[src/fsc_pkg.sv]
// Shared constants, cycle codes and state carrier for the cycle decoder,
// plus the small burst address stepper used by it.
// Assumes one clock shared with the memory controller.
`default_nettype none

package fsc_pkg;
  // ****************************************
  // Sizes and reset values
  // ****************************************
  localparam int          ADDR_W      = 19;    // Word address width, wide variant
  localparam int          LANES       = 4;     // Byte lanes, wide variant
  localparam int          LANES_NARROW = 2;    // Byte lanes, narrow variant
  localparam int          BURST_W     = 2;     // Burst counter width
  localparam logic [1:0]  CNT_RST     = 2'h0;  // Burst count after reset
  localparam logic [1:0]  CNT_LAST    = 2'h3;  // Fourth access of a burst
  localparam logic [3:0]  LANES_OFF   = 4'h0;  // No lane written
  localparam int          SYNC_STAGES = 2;     // Flops on the sleep input

  // ****************************************
  // Decoded cycle kinds
  // ****************************************
  typedef enum logic [3:0] {
    CYC_DESELECT,
    CYC_DESEL_CONT,
    CYC_READ,
    CYC_READ_CONT,
    CYC_WRITE,
    CYC_WRITE_CONT,
    CYC_ABORT,
    CYC_ABORT_CONT,
    CYC_SLEEP
  } fsc_cycle_t;

  // State of the decoder, all but the reset release chain
  typedef struct packed {
    logic [1:0]        sleep_sync;  // Sleep request synchroniser
    fsc_cycle_t        cyc;         // Cycle decoded at the last edge
    logic              op_write;    // Burst type latched at burst start
    logic              in_burst;    // A burst is open
    logic [ADDR_W-1:2] addr_hi;     // Upper address, fixed during a burst
    logic [1:0]        base_lo;     // Start of the burst within four
    logic [1:0]        cnt;         // Accesses done since the start
    logic              order;       // Burst order latched at start
    logic              rd_allow;    // Read cycle, drivers may open
    logic [LANES-1:0]  lane_we;     // Lanes written this cycle
    logic [1:0]        addr_lo;     // Low address of this access
    logic              asleep;      // Sleep state, kept in a flop
  } fsc_state_t;
endpackage : fsc_pkg

`timescale 1ns/1ps

// ****************************************
// Burst address stepper
// ****************************************
module fsc_burst_step (
  input  wire logic [1:0] base,   // First low address of the burst
  input  wire logic [1:0] count,  // Access number within the burst
  input  wire logic       order,  // High for interleaved order
  output logic      [1:0] low     // Low address bits to use
);
  // Linear adds and wraps, interleaved flips bits
  always_comb begin
    if (order) begin
      low = base ^ count;
    end else begin
      low = 2'(base + count);
    end
  end
endmodule : fsc_burst_step

`default_nettype wire

[src/fsc_cycle_decode.sv]
// Cycle decoder of a synchronous flow-through burst memory.
// Assumes the controller shares clk and meets setup to it; only the
// sleep request and output gate arrive from outside that timing.
`default_nettype none
`timescale 1ns/1ps

module fsc_cycle_decode #(
  parameter int ADDR_W = fsc_pkg::ADDR_W,   // Word address width
  parameter int LANES  = fsc_pkg::LANES     // Byte lanes, two or four
) (
  input  wire logic              clk,                // 20 MHz clock
  input  wire logic              nrst,               // Async reset, low
  input  wire logic              chip_select_low_a,  // Select, active low
  input  wire logic              chip_select_high,   // Select, active high
  input  wire logic              chip_select_low_b,  // Select, active low
  input  wire logic              sleep_request,      // Async sleep, high
  input  wire logic              advance_or_load,    // High advance, low load
  input  wire logic              write_strobe_n,     // Write, active low
  input  wire logic [LANES-1:0]  byte_lane_write_n,  // Lane selects, low
  input  wire logic              output_gate_n,      // Async output gate
  input  wire logic              clock_qualify_n,    // Low lets edge act
  input  wire logic              burst_order_select, // High interleaved
  input  wire logic [ADDR_W-1:0] addr_in,            // External address
  output logic      [ADDR_W-1:0] mem_addr,           // Array address
  output logic      [LANES-1:0]  mem_lane_we,        // Lanes to store
  output logic                   mem_read,           // Array read cycle
  output logic                   data_drive_en,      // Data/parity drivers
  output fsc_pkg::fsc_cycle_t    cycle,              // Decoded cycle
  output logic                   asleep              // Low power state
);

  // ****************************************
  // Elaboration checks
  // ****************************************
  // The carrier is sized by the package, so ADDR_W must match it and LANES must be one of its two lane counts
  if (ADDR_W != fsc_pkg::ADDR_W || (LANES != fsc_pkg::LANES && LANES != fsc_pkg::LANES_NARROW)
      || LANES > fsc_pkg::LANES) begin : g_bad_size
    $error("fsc_cycle_decode: unsupported width");
  end

  // ****************************************
  // Reset release
  // ****************************************
  logic [1:0] rst_sync_q;   // Release chain
  logic       rst_n;        // Synchronised reset

  // Assert at once, release after two edges
  always_ff @(posedge clk or negedge nrst) begin
    if (!nrst) begin
      rst_sync_q <= 2'h0;
    end else begin
      rst_sync_q <= {rst_sync_q[0], 1'b1};
    end
  end
  assign rst_n = rst_sync_q[1];

  // ****************************************
  // State and next state
  // ****************************************
  fsc_pkg::fsc_state_t s_q;   // Registered state
  fsc_pkg::fsc_state_t s_d;   // Next state
  logic [1:0]          low;   // Stepped low address
  logic [1:0]          cnt_nx; // Next burst count
  logic                selected;
  logic                any_lane;
  logic [fsc_pkg::LANES-1:0] lanes_w; // Lane selects, low active, widened

  // Low bits for the next access of the burst
  assign cnt_nx = 2'(s_q.cnt + 2'h1);
  fsc_burst_step u_step (
    .base  (s_q.base_lo),
    .count (cnt_nx),
    .order (s_q.order),
    .low   (low)
  );

  assign selected = !chip_select_low_a && chip_select_high && !chip_select_low_b;
  // Unused upper lanes of the narrow variant read as not selected
  for (genvar i = 0; i < fsc_pkg::LANES; i++) begin : g_lane
    if (i < LANES) begin : g_used
      assign lanes_w[i] = byte_lane_write_n[i];
    end else begin : g_pad
      assign lanes_w[i] = 1'b1;
    end
  end
  assign any_lane = ~&lanes_w;

  // Decode the sampled controls into the next cycle
  always_comb begin
    s_d            = s_q;
    s_d.sleep_sync = {s_q.sleep_sync[0], sleep_request};
    if (s_q.sleep_sync[1]) begin
      // Sleep beats every other input; contents are left alone
      s_d.cyc      = fsc_pkg::CYC_SLEEP;
      s_d.asleep   = 1'b1;
      s_d.in_burst = 1'b0;
      s_d.rd_allow = 1'b0;
      s_d.lane_we  = fsc_pkg::LANES_OFF;
    end else if (clock_qualify_n) begin
      // Edge ignored except by the sleep synchroniser, wait state inserted
      s_d.cyc = s_q.cyc;
    end else if (!advance_or_load) begin
      s_d.cnt   = fsc_pkg::CNT_RST;
      s_d.asleep = 1'b0;
      s_d.order = burst_order_select;
      if (!selected) begin
        s_d.cyc      = fsc_pkg::CYC_DESELECT;
        s_d.in_burst = 1'b0;
        s_d.rd_allow = 1'b0;
        s_d.lane_we  = fsc_pkg::LANES_OFF;
      end else if (write_strobe_n) begin
        // Read start; gate decides real or dummy
        s_d.cyc      = fsc_pkg::CYC_READ;
        s_d.addr_lo  = addr_in[1:0];
        s_d.op_write = 1'b0;
        s_d.in_burst = 1'b1;
        s_d.addr_hi  = addr_in[ADDR_W-1:2];
        s_d.base_lo  = addr_in[1:0];
        s_d.rd_allow = 1'b1;
        s_d.lane_we  = fsc_pkg::LANES_OFF;
      end else if (any_lane) begin
        s_d.cyc      = fsc_pkg::CYC_WRITE;
        s_d.addr_lo  = addr_in[1:0];
        s_d.op_write = 1'b1;
        s_d.in_burst = 1'b1;
        s_d.addr_hi  = addr_in[ADDR_W-1:2];
        s_d.base_lo  = addr_in[1:0];
        s_d.rd_allow = 1'b0;
        s_d.lane_we  = ~lanes_w;
      end else begin
        // Abort start: address kept as it was, nothing stored
        s_d.cyc      = fsc_pkg::CYC_ABORT;
        s_d.op_write = 1'b1;
        s_d.in_burst = 1'b1;
        s_d.rd_allow = 1'b0;
        s_d.lane_we  = fsc_pkg::LANES_OFF;
      end
    end else if (!s_q.in_burst) begin
      // No burst open, selects not even looked at
      s_d.cyc      = fsc_pkg::CYC_DESEL_CONT;
      s_d.asleep   = 1'b0;
      s_d.rd_allow = 1'b0;
      s_d.lane_we  = fsc_pkg::LANES_OFF;
    end else begin
      // Continue: selects and write strobe ignored
      s_d.cnt = cnt_nx;
      s_d.addr_lo = low;
      s_d.asleep  = 1'b0;
      if (!s_q.op_write) begin
        s_d.cyc      = fsc_pkg::CYC_READ_CONT;
        s_d.rd_allow = 1'b1;
        s_d.lane_we  = fsc_pkg::LANES_OFF;
      end else if (any_lane) begin
        s_d.cyc      = fsc_pkg::CYC_WRITE_CONT;
        s_d.rd_allow = 1'b0;
        s_d.lane_we  = ~lanes_w;
      end else begin
        s_d.cyc      = fsc_pkg::CYC_ABORT_CONT;
        s_d.rd_allow = 1'b0;
        s_d.lane_we  = fsc_pkg::LANES_OFF;
      end
    end
  end

  // Register the state; reset gives a deselected device
  always_ff @(posedge clk or negedge rst_n) begin
    if (!rst_n) begin
      s_q          <= '0;
      s_q.cyc      <= fsc_pkg::CYC_DESELECT;
      s_q.cnt      <= fsc_pkg::CNT_RST;
      s_q.lane_we  <= fsc_pkg::LANES_OFF;
    end else begin
      s_q <= s_d;
    end
  end

  // ****************************************
  // Outputs
  // ****************************************
  // Stepped low bits are registered, so the address comes from flops
  assign mem_addr    = {s_q.addr_hi, s_q.addr_lo};
  assign mem_lane_we = s_q.lane_we[LANES-1:0];
  assign mem_read    = s_q.rd_allow;
  assign cycle       = s_q.cyc;
  assign asleep      = s_q.asleep;
  // Gate is not clocked: it only opens drivers in a read cycle.
  // Write cycles never set rd_allow, which masks the gate.
  assign data_drive_en = s_q.rd_allow && !output_gate_n;
endmodule : fsc_cycle_decode

`default_nettype wire

[config.mk]
export PLATFORM = sky130hd
export DESIGN_NAME = fsc_cycle_decode
export DESIGN_NICKNAME = d
export VERILOG_FILES = /design/src/fsc_pkg.sv /design/src/fsc_cycle_decode.sv
export SDC_FILE = /design/constraint.sdc
export NUM_CORES = 1
export LEC_CHECK = 0
export ABC_AREA = 0
export BUFFER_PORTS_ARGS = -buffer_cell sky130_fd_sc_hd__buf_2
export CORE_MARGIN = 3
export CORE_UTILIZATION = 53
export DETAILED_ROUTE_END_ITERATION = 10
export PLACE_DENSITY = 0.83
export SLEW_MARGIN = 10
export SYNTH_ARGS = -nofsm -noshare
export SYNTH_HDL_FRONTEND = slang
export SYNTH_SLANG_ARGS = --single-unit
[constraint.sdc]
create_clock -name clk -period 2.1 [get_ports clk]
set_input_delay 0.105 -clock clk [delete_from_list [all_inputs] [get_ports clk]]
set_output_delay 0.105 -clock clk [all_outputs]
set_load 0.02 [all_outputs]
# [Word level (Yosys, flattened, before mapping)]
# Index checks and enable logic that the tools add are counted.
[word_totals] in_bits=34 wordCells=69 out_inout_bits=30 ff_bits=40
[op_classes] n_bitwise=5 reduce_logical=14 eq_ne=5 n_mux=30 addsub=2
[op_table] op="2-to-1 mux 19 bit" count=2
[op_table] op="2-to-1 mux 31 bit" count=1
[op_table] op="2-to-1 mux 4 bit" count=7
[op_table] op="2-to-1 mux 25 bit" count=1
[op_table] op="2-to-1 mux 20 bit" count=1
[op_table] op="2-to-1 mux 5 bit" count=4
[op_table] op="2-to-1 mux 2 bit" count=7
[op_table] op="AND reduction 5 bit" count=2
[op_table] op="2-to-1 mux 8 bit" count=1
[op_table] op="AND reduction 4 bit" count=2
[op_table] op="2-to-1 mux 7 bit" count=1
[op_table] op="!= test 2 x 1 -> 1 bit, second input constant" count=3
[op_table] op="AND reduction 3 bit" count=2
[op_table] op="2-to-1 mux 1 bit" count=4
[op_table] op="NOT 4 bit" count=1
[op_table] op="logical AND 1 bit" count=3
[op_table] op="zero test 1 bit" count=3
[op_table] op="2-to-1 mux 3 bit" count=1
[op_table] op="!= test 3 bit, second input constant" count=1
[op_table] op="NOT 1 bit" count=3
[op_table] op="adder 2 x 1 -> 2 bit, second input constant" count=1
[op_table] op="adder 2 bit" count=1
[op_table] op="!= test 2 bit, second input constant" count=1
[op_table] op="AND reduction 2 bit" count=1
[op_table] op="2 further kinds" count=2

# [Logic depth before layout (Yosys ltp)]
# Gate-level depths: netlist of run 1.
[logic_depth] ltp_word=7 ltp_mapped=6 depth_no_buf=6

# [Cells and area by module]
# A second synthesis of run 1 with hierarchy kept.
[hier_totals] cells_unflattened=153 hier_area_um2=1870.5
[modules_own_cells] module="fsc_cycle_decode" instances=1 cells_each=149 seq_area_each_um2=975.9 area_each_um2=1834.3
[modules_own_cells] module="fsc_burst_step" instances=1 cells_each=4 seq_area_each_um2=0.0 area_each_um2=36.3

# [Worst setup path before layout of run 1]
# OpenSTA, ideal clock, no wires.
[synth_path] kind="reg2reg" start="register s_q[37] in the netlist's numbering" end="register s_q, in the netlist mem_addr[10]" t_arrival_ps=1341 t_required_ps=1975 slack_ps=634 synth_period_minus_slack_ps=1466 path_buffers=2 setup_time_ps=125 stages_incl_launch_ff=6 cell_sequence="dfrtp_1 > buf_6 > nor3_4 > o211ai_4 > buf_6 > mux2_4"
[synth_between] elab_chain_len=2
[synth_lines] item="start: declaration" line_no="fsc_cycle_decode.sv:60" rtl="fsc_pkg::fsc_state_t s_q;"
[synth_lines] item="NOT 1 bit (no source line)"
[synth_lines] item="AND reduction 5 bit (no source line)"
# Every way passes these cells.
# A chain may end at the register's enable or synchronous reset.

# [Final worst setup path of run 1]
[layout_path] start="input port byte_lane_write_n[2]" end="register s_q, in the netlist mem_addr[18]"
[layout_between] elab_chain_len=3
[layout_lines] item="start: declaration" line_no="fsc_cycle_decode.sv:19" rtl="input wire logic [LANES-1:0] byte_lane_write_n,"
[layout_lines] item="AND reduction 4 bit" line_no="fsc_cycle_decode.sv:86" rtl="assign any_lane = ~&lanes_w;"
[layout_lines] item="!= test 2 bit (no source line)"
[layout_lines] item="AND reduction 5 bit (no source line)"
# Every way passes these cells.

==> flow_metrics.py, run 1 <==
metrics = {
    "yosys": {
        "ys_seq_area_share_pct": 51.5,
        "ys_warn_count": 0,
        "synth_seq_cells": 39,
        "syn_nets": 188,
        "synth_cell_types": 33,
        "synthCells": 153,
        "synth_edf_count": 0,
        "syn_area_per_cell_um2": 12.4,
        "synthArstFlopShare_pct": 100,
        "synthesis.area_um2": 1900,
        "synthFlopType": "dfrtp_1",
    },
    "critical_path": {
        "end_kind": "register",
        "r2r_cells": 3,
        "r2r-end": "mem_addr[2]",
        "required_ns": 2.34,
        "crit_fanout": 19,
        "rr_startpoint": "s_q[37]",
        "crit_type": "input port to register",
        "arrival_ns": 2.08,
        "startpoint": "byte_lane_write_n[2]",
        "cp-start-kind": "input port",
        "reg2reg_slack_ns": 0.53,
    },
    "die": {
        "dieArea_um2": 4330,
        "die_h_um": 65.8,
        "fp.coreArea_um2": 3390,
        "io_pins": 64,
        "start_util_pct": 55.9,
        "die_w_um": 65.8,
        "placement_rows": 21,
    },
    "timing": {
        "slew_viol_final": 0,
        "fin_tns_setup_ns": 0,
        "fin_skew_ns": 0.00736,
        "post-route-period-util_pct": 87.6,
        "tightest_slew_ns": 0.769,
        "hold_viol_final": 0,
        "setup_viol": 0,
        "rsz0062_at_grt": "no",
        "slew_headroom_pct": 48.5,
        "layout_min_cycle_time_ns": 1.84,
        "fmax_mhz": 544,
    },
    "layout": {
        "area_delta_synth_final_pct": 26.6,
        "drive_gt1_share_pct": 44.5,
        "final_cell_area_um2": 2400,
        "instances_no_fill": 266,
        "antenna_cells": 0,
        "nets": 254,
    },
    "pwr": {
        "max-vdd-ir-drop_mv": 0.670,
        "p_leak_nw": 1.24,
        "power_density_nw_per_um2": 808,
    },
    "place": {
        "place_congestion": 0.773,
        "dp.cells": 232,
        "dpl-instance-area_um2": 2050,
        "dp_hpwl_um": 2500,
        "io_buffers": 63,
    },
    "route": {
        "drt_iter0_drc": 79,
        "vias": 1304,
        "drc_errors": 0,
        "wl_per_cell_um": 14.4,
        "drtAntennaViolNets": 0,
        "vias_per_cell": 4.90,
        "dr.pass1.iters": 4,
        "wl_um": 3830,
    },
    "grt": {
        "grt_pass1_wl_um": 6370,
        "grt_usage_pct": 19.9,
        "grt_max_degree": 23,
        "antenna_found_initial": 0,
        "grt_pass1_vias": 1362,
        "grt-ovfl-total": 0,
    },
    "cts": {
        "ctsHtreeMaxLevel": 2,
        "clkLatencyLatePin_ns": 0.35,
        "cts_buffers": 5,
        "ctsLongestPathBuffers": 2,
        "cts_setup_buffers": 0,
        "cts_root_buf": "clkbuf_4",
        "cts_sinks": 39,
        "cts_tree": "yes",
        "path_clk_slew_ns": 0.12,
    },
    "outcome": {
        "status": "finished clean",
    },
    "worst_hold_path": {
        "hold_path_class": "input port to async pin",
    },
    "run": {
        "maxCapViolCount": 0,
    },
}
## Yosys cell counts, drive strengths merged, types with 2 or more instances
| master | instances | area, µm² |
|---|---|---|
| mux2i | 2 | 20.0 |
| o21ai | 9 | 45.0 |
| nand2 | 16 | 60.1 |
| mux2 | 22 | 285 |
| nand3 | 2 | 10.0 |
| a21oi | 2 | 10.0 |
| o211ai | 2 | 28.8 |
| inv | 2 | 7.51 |
| dfrtp | 39 | 976 |
| nor2 | 4 | 15.0 |
| nand2b | 3 | 18.8 |
| buf | 31 | 235 |
| nor2b | 3 | 18.8 |
## how the worst max path moves through the flow
stage	cells after the start	endpoint	slack, ns
after floorplan	5	mem_addr[10]	0.63
after global placement	4	mem_addr[12]	0.47
after detailed placement	4	mem_addr[18]	0.44
after CTS	5	mem_addr[18]	0.27
after global routing	5	mem_addr[12]	0.18
final	5	mem_addr[18]	0.26
## layout by cell type (no fill, tap or decap), drive strengths merged, types with 2 or more instances in the layout
| cell | count |
|---|---|
| nand3 | 2 |
| clkbuf | 6 |
| nor2b | 3 |
| buf | 64 |
| dlygate4sd3 | 26 |
| inv | 2 |
| nor2 | 4 |
| o211ai | 2 |
| nand2b | 3 |
| nand2 | 16 |
| mux2i | 2 |
| a21oi | 2 |
| o21ai | 9 |
| dfrtp | 39 |
| mux2 | 22 |
## metal layers
metal	global-route usage [%]	part of all wire (%)
met1	23.5	41
met2	33.7	52
met3	4.76	5.4
met4	9.84	1.6
met5	0	0
## per-stage QoR
step / worst slack, ns / hold slack (ns) / total power [W] / utilization, %
final: 0.260 / 0.0656 / 0.00194 / 70.8
after global routing: 0.183 / 0.0576 / 0.00203 / 70.8
after CTS: 0.270 / 0.0420 / 0.00195 / 70.8
after detailed placement: 0.439 / -0.101 / 0.00139 / 60.6
after global placement: 0.469 / -0.105 / 0.00137 / 60.6
after floorplan: 0.634 / -0.191 / 0.00134 / -
## worst max-delay path, cell delays in order
cell and delay [ns]:
dlygate4sd3_1 0.53, buf_2 0.12, nand4_1 0.22, o211ai_4 0.69
mux2_2 0.41
## where the power goes
part           internal (W)  switching, W  total (W)
clock network      0.000281      0.000245   0.000526
registers          0.000858     0.0000740   0.000932
logic              0.000244      0.000237   0.000481
## timing repair
| item | CTS | global route |
|---|---|---|
| endpoints found under the hold margin | 27 | 0 |
| resized for setup | 0 | 0 |
| hold buffers | 26 | 0 |
## kinds of logic (layout without fill, tap and decap cells)
family          after synthesis  count (layout)  share of synthesized area (%)
xor+xnor                      2               2                           1.65
fa+ha+maj                     1               1                          0.660
other cells                   1               1                          0.198
compound gates               19              19                           7.20
simple gates                 34              34                           9.90
mux                          24              24                           16.1
flops                        39              39                           51.5
buf+inv                      33             100                           12.8
## layout make-up
class,count,area (µm²)
Multi-Input combinational cell,81,677
Timing Repair Buffer,90,596
Clock inverter,2,35.0
Inverter,2,7.51
Clock buffer,6,51.3
Tap cell,46,57.6
Fill cell,232,990
Sequential cell,39,976
## state kept, by name, indices dropped and copies added, names as in the netlist
register	count
cycle	4
mem_lane_we	4
mem_addr	19
mem_read	1
rst_sync_q	2
s_d	1
s_q	8
Power figures use the tool's default switching activity.
==> inputs of run 2 (changes only) <==
- CAP_MARGIN: unset -> 20
- CORE_UTILIZATION: 53 -> 50
- PLACE_DENSITY: 0.83 -> 0.78
- clock period: 2.1 -> 1.9 ns (I/O delays scaled with it)
==> flow_metrics.py, run 2 (same netlist as run 1, synthesis figures left out) <==
metrics = {
    "route": {
        "met2_length_um": 1780,
        "wl_met3_um": 298,
        "drc_errors": 0,
        "highest_layer": "met4",
        "drtAntennaViolNets": 0,
        "vias_per_cell": 5.02,
        "wl_per_cell_um": 14.1,
        "wl_um": 3430,
        "drt_iter0_drc": 46,
        "vias": 1220,
        "wl_met1_um": 1310,
        "dr.pass1.iters": 4,
    },
    "run": {
        "maxCapViolCount": 0,
    },
    "place": {
        "dp_hpwl_um": 2670,
        "io_buffers": 63,
        "pre_cts_slack_ns": 0.263,
        "place_congestion": 0.796,
    },
    "layout": {
        "largest_reg_flops": 19,
        "drive_gt1_share_pct": 49.2,
        "final_common_cell": "buf_2",
        "nets": 231,
        "mostFrequentLayoutCells": "63 x buf_2, 39 x dfrtp_1, 16 x nand2_1",
        "final_util_pct": 61.5,
        "antenna_cells": 0,
        "area_delta_synth_final_pct": 13.4,
    },
    "grt": {
        "grt_pass1_vias": 1240,
        "antenna_found_initial": 0,
        "grt_max_degree": 23,
        "grt-ovfl-total": 0,
        "grt_usage_pct": 16.5,
        "grt_pass1_wl_um": 5520,
    },
    "timing": {
        "fmax_mhz": 630,
        "slew_headroom_pct": 49.0,
        "layout_min_cycle_time_ns": 1.59,
        "rsz0062_at_grt": "no",
        "setup_viol": 0,
        "tightest_slew_ns": 0.761,
        "fin_skew_ns": 0.00563,
        "post-route-period-util_pct": 83.5,
        "timing.final.ws_setup_ns": 0.313,
        "hold_viol_final": 0,
        "slew_viol_final": 0,
        "fin_tns_setup_ns": 0,
    },
    "die": {
        "start_util_pct": 54.2,
        "placement_rows": 21,
        "die_w_um": 67.6,
        "die_h_um": 67.6,
        "io_pins": 64,
        "fp.coreArea_um2": 3490,
        "dieArea_um2": 4570,
    },
    "cts": {
        "cts_buffers": 5,
        "cts_sinks": 39,
        "clkLatencyLatePin_ns": 0.30,
        "cts_tree": "yes",
        "ctsLongestPathBuffers": 2,
        "cts_setup_buffers": 0,
        "path_clk_slew_ns": 0.07,
        "ctsHtreeMaxLevel": 2,
        "post_cts_resized": 0,
        "cts_root_buf": "clkbuf_8",
    },
    "critical_path": {
        "end_kind": "register",
        "arrival_ns": 1.77,
        "cp-start-kind": "register",
        "crit_type": "register to register",
        "crit_fanout": 19,
        "required_ns": 2.08,
    },
    "pwr": {
        "switchingPower_w": 0.000603,
        "p_seq_share_pct": 50.0,
        "power_density_nw_per_um2": 952,
        "power.share.switching_pct": 29.5,
        "power.share.combinational_pct": 24.2,
        "p_leak_nw": 1.13,
        "clkPwrFrac_pct": 25.9,
        "max-vdd-ir-drop_mv": 0.604,
        "internal-power_w": 0.00144,
    },
    "outcome": {
        "status": "finished clean",
    },
    "worst_hold_path": {
        "hold_path_class": "input port to register",
    },
}
[run 2: power by group through the flow]
stage               logic [W]  clock network, W  registers, W
floorplan            0.000452                 0       0.00103
global placement     0.000482                 0       0.00103
detailed placement   0.000500                 0       0.00104
CTS                  0.000503          0.000545       0.00102
global route         0.000539          0.000579       0.00104
finish               0.000494          0.000529       0.00102
[run 2: layout make-up]
class	count	area (µm²)
clock buffer	7	76.3
inverter	2	7.51
fill	283	1350
tap	46	57.6
multi-input combinational	81	677
clock inverter	1	5.00
timing repair buffer	67	350
sequential	39	976
[run 2: worst max-delay path: stages, from the launching register on]
cell and delay, ns:
dfrtp_1 0.49, nor3_4 0.29, o211ai_4 0.31, mux2_4 0.39
[run 2: timing repair]
item	in CTS	in global routing
endpoints found under the setup margin	0	0
endpoints found under the hold margin	3	0
hold buffers	2	0
[run 2: final timing paths]
check / slack [ns] / start / depth (start not counted) / end
min reg2reg: 0.22 / rst_sync_q[1] / 1 / mem_addr[18]
max reg2reg: 0.31 / s_q[37] / 3 / mem_addr[8]
min: 0.008 / byte_lane_write_n[0] / 2 / mem_lane_we[0]
min in group asynchronous: 0.10 / nrst / 2 / rst_sync_q[1]
max in group asynchronous: 1.43 / rst_sync_q[1] / 1 / mem_read
max: 0.31 / s_q[37] / 3 / mem_addr[8]
[run 2: routing by layer]
layer  up-vias  GRT usage (%)
met1       576           18.8
met5         -              0
met2        55           27.8
met4         0           7.59
met3         6           5.32
li1        583              -
[run 2: per-stage QoR]
step / cell area [µm²] / power [W] / std cells / hold slack [ns]
5_1_grt: 2150 / 0.00216 / 243 / 0.0182
4_1_cts: 2150 / 0.00207 / 243 / 0.00570
3_5_place_dp: 2050 / 0.00154 / 233 / -0.118
3_3_place_gp: 2050 / 0.00151 / 233 / -0.119
2_1_floorplan: 1900 / 0.00148 / 153 / -0.201
6_report: 2150 / 0.00205 / 243 / 0.00801
